### src/verilog/sio_pkg.sv
// Constants and types for the six pin I/O port
package sio_pkg;
    localparam int          SIO_PINS           = 6;
    localparam logic [4:0]  SIO_ADDR_STATUS    = 5'h03;
    localparam logic [4:0]  SIO_ADDR_PORT      = 5'h06;
    localparam logic [5:0]  SIO_DIR_RESET      = 6'h3f;
    localparam logic [7:0]  SIO_OPT_RESET      = 8'hff;
    localparam int          SIO_OPT_WAKE_N     = 7;
    localparam int          SIO_OPT_PULLUP_N   = 6;
    localparam int          SIO_OPT_TCS        = 5;
    localparam int          SIO_STAT_WAKE      = 7;
    localparam int          SIO_BIT_TWO        = 2;
    localparam int          SIO_BIT_THREE      = 3;
    localparam logic [5:0]  SIO_GROUP_MASK     = 6'h0b;
    localparam logic [1:0]  SIO_UPPER_ZERO     = 2'h0;
    // Reset causes
    typedef enum logic [2:0] {
        SIO_RST_POWER = 3'b001,
        SIO_RST_OTHER = 3'b010,
        SIO_RST_WAKE  = 3'b100
    } sio_rst_t;
    // Phases of one instruction cycle (begin sample, end update)
    typedef enum logic [1:0] {
        SIO_PH_BEGIN = 2'b01,
        SIO_PH_END   = 2'b10
    } sio_phase_t;
endpackage

### src/verilog/sio_pin_cell.sv
// One port pin: driver enable, pull-up and change detect
`timescale 1ns/1ps
module sio_pin_cell (
    input  wire logic clk,
    input  wire logic rst,
    input  wire logic dir_in,
    input  wire logic force_input,
    input  wire logic out_latch,
    input  wire logic pin_level,
    input  wire logic pullup_allow,
    input  wire logic wake_allow,
    input  wire logic sample_en,
    output logic      pin_out,
    output logic      pin_oe,
    output logic      pullup_on,
    output logic      change
);
    typedef struct packed {
        logic ref_level;
    } sio_cell_t;
    sio_cell_t state;
    sio_cell_t next_state;
    logic      drive;

    // Driver on only with direction zero and no override
    assign drive     = !dir_in && !force_input;
    assign pin_out   = out_latch;
    assign pin_oe    = drive;
    // Pull-up and wake switched off for driven pins
    assign pullup_on = pullup_allow && dir_in;
    assign change    = wake_allow && dir_in && (pin_level != state.ref_level);

    // Reference level for change detection
    always_comb begin
        next_state = state;
        if (sample_en) begin
            next_state.ref_level = pin_level;
        end
    end

    always_ff @(posedge clk or posedge rst) begin
        if (rst) begin
            state <= '1; // Idle level of a pulled-up pin, no false change
        end else begin
            state <= next_state;
        end
    end
endmodule

### src/verilog/sio_port.sv
// Six bit general purpose I/O port with direction and option registers
//
// Contract
// - Port reads return pin levels regardless of direction, not latches.
// - Every reset sets all direction bits to one, pins become inputs.
// - Port register is eight bits; bits seven and six read zero.
// - Port bit three is input only; its driver never enables.
// - Pins assigned to alternate functions read as zero.
// - Pull-ups and wake on change serve bits zero, one, three as group.
// - Bit three as reset input: pull-up always on, no wake.
// - Direction loads only by direction-load instruction; not readable.
// - Direction one is high impedance; zero drives the output latch.
// - Port bit two direction also overridable by option register.
// - Inputs not latched; output latches hold until rewritten.
// - All bits except three individually set as input or output.
// - Bit set and clear rewrite all latches from pin levels.
// - Writes update pins at cycle end; reads sample at cycle start.
// - Wake flag set on wake reset, cleared on other resets.
// - Option register resets to all ones on every reset.
// - Option bit seven wake enable, bit six pull-up enable, active low.
// - Direction zero disables wake and pull-up for that pin, except bit three as reset input.
// - Timer clock-source select one forces bit two to input.
`timescale 1ns/1ps
module sio_port
    import sio_pkg::*;
#(
    parameter int PINS = SIO_PINS
) (
    input  wire logic                clk,
    input  wire logic                rst,
    input  wire logic                cyc_begin,
    input  wire logic                cyc_end,
    input  wire sio_rst_t            rst_cause,
    input  wire logic                rst_cause_valid,
    input  wire logic [4:0]          reg_addr,
    input  wire logic                reg_rd,
    input  wire logic                reg_wr,
    input  wire logic [7:0]          reg_wdata,
    input  wire logic                bit_set_instruction,
    input  wire logic                bit_clear_instruction,
    input  wire logic [2:0]          bit_index,
    input  wire logic                dir_load,
    input  wire logic                opt_load,
    input  wire logic [7:0]          w_data,
    input  wire logic [PINS-1:0]     alt_function,
    input  wire logic                master_reset_input_en,
    input  wire logic [PINS-1:0]     pin_in,
    output logic [7:0]               reg_rdata,
    output logic [PINS-1:0]          pin_out,
    output logic [PINS-1:0]          pin_oe,
    output logic [PINS-1:0]          pin_pullup,
    output logic                     wake_request,
    output logic                     wake_reset_flag,
    output logic [7:0]               timer_and_pin_options
);
    typedef struct packed {
        logic [PINS-1:0] pin_direction_control;
        logic [7:0]      options;
        logic [PINS-1:0] latch;
        logic [PINS-1:0] sampled;
        logic            wake_flag;
        logic            rmw_pending;
        logic [PINS-1:0] rmw_value;
        logic [7:0]      rdata;
    } sio_state_t;

    sio_state_t      state;
    sio_state_t      next_state;
    sio_state_t      ctrl_q;
    sio_state_t      hold_q;
    logic [PINS-1:0] dir_eff;
    logic [PINS-1:0] force_in;
    logic [PINS-1:0] group_pullup;
    logic [PINS-1:0] group_wake;
    logic [PINS-1:0] change;
    logic [PINS-1:0] port_view;
    logic            pullups_n;
    logic            wakes_n;
    logic            tcs;

    assign pullups_n = state.options[SIO_OPT_PULLUP_N];
    assign wakes_n   = state.options[SIO_OPT_WAKE_N];
    assign tcs       = state.options[SIO_OPT_TCS];

    // Per pin overrides and group enables
    always_comb begin
        dir_eff      = state.pin_direction_control;
        force_in     = '0;
        group_pullup = '0;
        group_wake   = '0;
        force_in[SIO_BIT_THREE] = 1'b1;
        force_in[SIO_BIT_TWO]   = tcs;
        for (int i = 0; i < PINS; i++) begin
            if (SIO_GROUP_MASK[i]) begin
                group_pullup[i] = !pullups_n;
                group_wake[i]   = !wakes_n;
            end
        end
        if (master_reset_input_en) begin
            group_pullup[SIO_BIT_THREE] = 1'b1;
            group_wake[SIO_BIT_THREE]   = 1'b0;
            dir_eff[SIO_BIT_THREE]      = 1'b1;
        end
    end

    // One cell per pin
    genvar g;
    generate
        for (g = 0; g < PINS; g++) begin : gen_pin
            sio_pin_cell u_cell (
                .clk          (clk),
                .rst          (rst),
                .dir_in       (dir_eff[g]),
                .force_input  (force_in[g]),
                .out_latch    (state.latch[g]),
                .pin_level    (pin_in[g]),
                .pullup_allow (group_pullup[g]),
                .wake_allow   (group_wake[g]),
                .sample_en    (cyc_begin),
                .pin_out      (pin_out[g]),
                .pin_oe       (pin_oe[g]),
                .pullup_on    (pin_pullup[g]),
                .change       (change[g])
            );
        end
    endgenerate

    // Pin levels as seen by a port read, alternate pins masked
    assign port_view = state.sampled & ~alt_function;

    assign wake_request          = |change;
    assign wake_reset_flag       = state.wake_flag;
    assign timer_and_pin_options = state.options;
    assign reg_rdata             = state.rdata;

    // Register behaviour per instruction cycle
    always_comb begin
        next_state = state;
        // Sample pins at cycle start; inputs are not latched
        if (cyc_begin) begin
            next_state.sampled = pin_in;
        end
        if (reg_rd) begin
            case (reg_addr)
                SIO_ADDR_PORT: begin
                    next_state.rdata = {SIO_UPPER_ZERO, port_view};
                end
                SIO_ADDR_STATUS: begin
                    next_state.rdata = '0;
                    next_state.rdata[SIO_STAT_WAKE] = state.wake_flag;
                end
                default: begin
                    next_state.rdata = '0;
                end
            endcase
        end
        // Bit set/clear: modify one bit of the pin view, rewrite all latches
        if ((bit_set_instruction || bit_clear_instruction)
                && reg_addr == SIO_ADDR_PORT && !state.rmw_pending) begin
            next_state.rmw_pending = 1'b1;
            next_state.rmw_value   = port_view;
            if (bit_index < 3'(PINS)) begin
                next_state.rmw_value[bit_index] = bit_set_instruction;
            end
        end
        // Writes land at cycle end; latches hold otherwise
        if (cyc_end) begin
            if (state.rmw_pending) begin
                next_state.latch       = state.rmw_value;
                next_state.rmw_pending = 1'b0;
            end else if (reg_wr && reg_addr == SIO_ADDR_PORT) begin
                next_state.latch = reg_wdata[PINS-1:0];
            end
            if (reg_wr && reg_addr == SIO_ADDR_STATUS) begin
                next_state.wake_flag = reg_wdata[SIO_STAT_WAKE];
            end
            if (dir_load) begin
                next_state.pin_direction_control = w_data[PINS-1:0];
            end
            if (opt_load) begin
                next_state.options = w_data;
            end
        end
        // Reset cause recorded on release
        if (rst_cause_valid) begin
            next_state.wake_flag = (rst_cause == SIO_RST_WAKE);
            if (rst_cause == SIO_RST_POWER) begin
                next_state.latch = '0;
            end
        end
    end

    // One state view: controls from the reset copy, data from the held copy
    always_comb begin
        state           = ctrl_q;
        state.latch     = hold_q.latch;
        state.sampled   = hold_q.sampled;
        state.wake_flag = hold_q.wake_flag;
        state.rmw_value = hold_q.rmw_value;
    end

    // Controls forced by reset; each copy has a single driver
    always_ff @(posedge clk or posedge rst) begin
        if (rst) begin
            ctrl_q                       <= '0;
            ctrl_q.pin_direction_control <= SIO_DIR_RESET;
            ctrl_q.options               <= SIO_OPT_RESET;
        end else begin
            ctrl_q <= next_state;
        end
    end

    // Data held across resets, latches survive every reset but power-on, which clears them
    always_ff @(posedge clk) begin
        hold_q <= next_state;
    end
endmodule
### config.mk
export PLATFORM = sky130hd
export DESIGN_NAME = sio_port
export DESIGN_NICKNAME = d
export VERILOG_FILES = /design/src/verilog/sio_pkg.sv /design/src/verilog/sio_pin_cell.sv /design/src/verilog/sio_port.sv
export SDC_FILE = /design/constraint.sdc
export NUM_CORES = 1
export LEC_CHECK = 0
export BUFFER_PORTS_ARGS = -buffer_cell sky130_fd_sc_hd__clkbuf_2
export CAP_MARGIN = 5
export CORE_UTILIZATION = 49
export CTS_CLUSTER_DIAMETER = 40
export DETAILED_ROUTE_END_ITERATION = 10
export GPL_TIMING_DRIVEN = 0
export HOLD_SLACK_MARGIN = 0.03
export PLACE_DENSITY = 0.8
export SYNTH_ARGS = -nofsm -noshare
export SYNTH_HDL_FRONTEND = slang
export SYNTH_SLANG_ARGS = --single-unit
### constraint.sdc
create_clock -name clk -period 1.7 [get_ports clk]
set_input_delay 0.17 -clock clk [delete_from_list [all_inputs] [get_ports clk]]
set_output_delay 0.17 -clock clk [all_outputs]
set_load 0.01 [all_outputs]
# Word-level counts from Yosys, hierarchy flattened
# Cells that the tools add are included.
# totals
inputBits,51
out_inout_bits,36
reg_bits,45
elab_cells,72
# classes
magnitude_cmp,3
reduce_logical,31
eq_ne,7
muxes,18
bitwise,2
# ops
cell,n
$mux W6,6
$pmux W8 S2,1
$logic_and A1 B1 Y1,15
$logic_not A1 Y1,9
$mux W1,7
$mux W7,1
$and A6 B6 Y6,1
$bwmux W6,1
$not A6 Y6,1
$reduce_and A2 Y1,3
$eq A5 B2 Y1 const B,1
$eq A5 B3 Y1 const B,1
$lt A3 B4 Y1 const B,1
$reduce_bool A2 Y1,2
$demux W1 S3,1
$eq A3 B1 Y1 const B,1
$eq A3 B3 Y1 const B,1
$ge A3 B1 Y1 const B,1
$lt A3 B3 Y1 const B,1
$ne A1 B1 Y1,3
$reduce_or A3 Y1,1
$mux W2,1
$logic_or A1 B1 Y1,1

# Logic depth before layout (Yosys ltp)
# depth
depth_word,10
mapped_depth,4
depth_no_buf,3

# Hierarchy
# Synthesis repeated with hierarchy kept, for this count alone.
# hier_totals
cells_unflattened,211
area_unflattened_um2,2432.3
# modules_own_cells
mod,area_each_um2,n_inst,seq_area_each_um2,cells_per_inst
sio_port,1989.4,1,1078.5,163
sio_pin_cell,73.8,6,26.3,8

# Least setup slack after synthesis
# OpenSTA, ideal clock, no wires.
# synth_path
path_kind,input to register
from,in reg_addr[3]
to,reg hold_q[10] (netlist bit) (enable)
arrival_time_ns,1.211
stages,3
path_slack_ns,0.112
path_buffers,0
path_cell_list,nor3b_4 -> nand3b_4 -> nor3_1
# synth_between
elab_chain_len,3
# synth_lines
item,line_no,rtl
start: declaration,sio_port.sv:35,"input wire logic [4:0] reg_addr,"
$eq A5 B3 Y1,sio_port.sv:159,&& reg_addr == SIO_ADDR_PORT && !state.rmw_pending) begin
$logic_and A1 B1 Y1 (2 in series),sio_port.sv:159,
end signal: assignment,sio_port.sv:215,hold_q <= next_state;
end: declaration,sio_port.sv:70,sio_state_t hold_q;
# Every way passes these cells.
# A chain may end at the register's enable or synchronous reset.

# Worst setup path after layout
# layout_path
from,reg gen_pin[0].u_cell.state
to,out wake_request
# layout_between
elab_chain_len,3
# layout_lines
item,line_no,rtl
start: declaration,sio_pin_cell.sv:21,sio_cell_t state;
start signal: assignment,sio_pin_cell.sv:45,state <= next_state;
$ne A1 B1 Y1,sio_pin_cell.sv:31,assign change = wake_allow && dir_in && (pin_level != state.ref_level);
$logic_and A1 B1 Y1,sio_pin_cell.sv:31,
$reduce_or A3 Y1,sio_port.sv:131,assign wake_request = |change;
end: declaration,sio_port.sv:52,"output logic wake_request,"
# Every way passes these cells.

==> metrics.csv <==
metric;value;unit
ys.flop_type;dfstp_2;
grt_pass1_vias;1618;
gp_congestion;0.740;
post_cts_buffers;0;
grt-ovfl-total;0;
routedWlPerCell;12.4;µm
cts_made_buffers;5;
dr.pass1.iters;4;
dr_total_vias;1631;
crit_slowest_cell;dfstp_2;
portBuffers;80;
root_buffer;clkbuf_8;
pwr-share-comb;22.2;%
min_period_over_period;92.9;%
core;4410;µm²
swShare;24.2;%
nets;335;
fin_crit;1.58;ns
crit_path_cell_trace;xor2_1 > a222oi_1 > nor2_1 > clkbuf_2;
grt_first_pass_wirelength;7.18;mm
powerDensity;930;nW/µm²
path_class;reg2out;
p_switching;646;µW
drc_errors;0;
cts_buffer_depth;2;
synth_xor_area_share;1.16;%
synth_area_leaders;dfstp_2 (20%), edfxtp_1 (17%), mux2_2 (11%);
area_growth;26.1;%
seqPwrFrac;48.8;%
synth_fa_ha_area_share;0;%
multi_input_area;805;µm²
finClkSkew;0.00521;ns
place_ws;-0.272;ns
hpwlAfterDp;3.26;mm
ioPinCount;87;
cp_max_fo;2;
drive_above_1_share;59.6;%
critPathBufInv;1;
postLayoutCellArea;2870;µm²
start_util;51.5;%
peakVddDrop;0.668;mV
p_total;2670;µW
fp-row-count;24;
die_h;70.1;µm
syn_area_per_cell;11.8;µm²
async_flop_share;56.8;%
hold_class;in2reg;
dp_cells;329;
syn_area;2270;µm²
synth_mux_area_share;14.0;%
worstSetupStartpointType;register;
crit_cells;4;
vias_per_cell;4.84;
yosys.area.top_type_share;19.6;%
grt_max_degree;26;
placed_cell_area;2760;µm²
grt_antenna_before_repair;0;
yosysMostFrequentCell;buf_4;
maxSlewViolCount;0;
slew_headroom;35.8;%
antenna_cells;0;
cp_data_arrival_time;1.41;ns
rsz0062_at_grt;false;
cts_hold_buf;0;
holdPathStages;1;
p_int;2020;µW
end_kind;primary output;
max_stage_delay;0.54;ns
synth-simple-area-share;10.5;%
tightest_slew;0.963;ns
maxCapViolCount;0;
synth_cell_types;34;
htreeDepth;2;
drt_wl_total;4.19;mm
drtIter0Drc;44;
fillers;391;
p_leak;0.00135;µW
max_freq;0.633;GHz
yosys_register_bits;44;
finalSetupViolCount;0;
clkTransAtPathRegs;0.07;ns
clk_latency;0.29;ns
synth_compound_area_share;8.64;%
seq_area;1160;µm²
status;finished, final reports clean;
critPathRequiredTime;1.53;ns
postSynthCellCount;193;
ys.warnings.count;0;
die_w;70.1;µm
cp_top_family;flip-flops;
route.antenna.remaining_nets;0;
finalWorstSetupSlack;0.120;ns
grtUsageTotal;18.5;%
tritoncts;done;
dieArea;4920;µm²
synth_top_family_by_area;buffers and inverters;
synth-edff-count;13;
yosys-top-cells-count;buf_4 (34), mux2_2 (23), dfstp_2 (17);
holdWs;0.0511;ns
hold_violations;0;
worstRegToRegCells;3;
cts_sinks;44;
layout.cells.non_filler;337;
seq_area_frac_synth;50.9;%
yosysTopAreaCell;dfstp_2;
clock_power_share;29.0;%
[registers in the layout, indices dropped and copies added, names as in the netlist]
name / count
ctrl_q: 7
gen_pin.u_cell.state: 3
hold_q: 18
reg_rdata: 7
timer_and_pin_options: 8
wake_reset_flag: 1
[power groups by stage]
stage / logic, µW / clock network (µW) / registers, µW
floorplan: 398 / 0 / 1300
global placement: 587 / 0 / 1310
detailed placement: 598 / 0 / 1320
CTS: 601 / 809 / 1300
global route: 649 / 855 / 1320
finish: 592 / 774 / 1300
[per-layer routing]
| metal | vias to the layer above | share of wire [%] | track usage (%) |
|---|---|---|---|
| met4 | 0 | 1.4 | 6.00 |
| met5 | - | 0 | 0 |
| met3 | 5 | 5.6 | 5.48 |
| met1 | 758 | 44 | 22.7 |
| met2 | 50 | 49 | 31.3 |
| li1 | 818 | - | - |
[worst paths after layout]
check	startpoint	end	slack, ns
max	gen_pin[0].u_cell.state$_DFFE_PP1P_	wake_request	0.12
min	pin_in[2]	hold_q[18]$_DFFE_PP_	0.05
max reg2reg	ctrl_q[14]$_DFF_PP0_	hold_q[13]$_DFFE_PP_	0.18
min reg2reg	reg_rdata[5]$_DFFE_PP0P_	reg_rdata[5]$_DFFE_PP0P_	0.53
max in group asynchronous	rst	reg_rdata[2]$_DFFE_PP0P_	1.04
min in group asynchronous	rst	reg_rdata[0]$_DFFE_PP0P_	0.07
[worst register-to-register path, delay by kind of cell, from the launching register on]
kind	cells	cell delay (ns)
AND/OR/NAND/NOR	1	0.45
flip-flops	1	0.36
buffers and inverters	2	0.37
[layout make-up]
cell class	instances	share of cell area, %
Inverter	13	1.70
Buffer	39	9.90
Tap cell	52	2.27
Timing Repair Buffer	80	14.0
Sequential cell	44	40.4
Clock buffer	6	2.53
Multi-Input combinational cell	101	28.1
Clock inverter	2	1.22
[timing repair]
item / 4_1_cts / 5_1_grt
endpoints found under the hold margin: 0 / 0
setup endpoints to repair: 6 / 0
resized for setup: 1 / 0
[metrics by stage]
step                      TNS, ns  util (%)
after detailed placement    -1.63      62.4
after global routing            0      65.0
after CTS                       0      65.0
after floorplan                 0         -
after global placement      -1.31      62.4
final                           0      65.0
[cells in the final DEF, fill, tap and decap left out, types with 7 or more instances in the layout]
cell,netlist,layout
buf_4,34,34
edfxtp_1,13,13
nor2b_1,7,7
mux2_2,23,23
nor2_1,7,7
o22ai_1,7,7
nand2_1,12,12
clkbuf_2,0,80
dfrtp_1,8,8
inv_1,13,13
dfstp_2,17,17
[kinds of logic after synthesis]
logic type,after synthesis
multiplexers,29
AND/OR/NAND/NOR,39
flip-flops,44
XOR/XNOR,3
AO/OA/AOI/OAI,25
buffers and inverters,52
other,1
(Power assumes the default switching activity.)
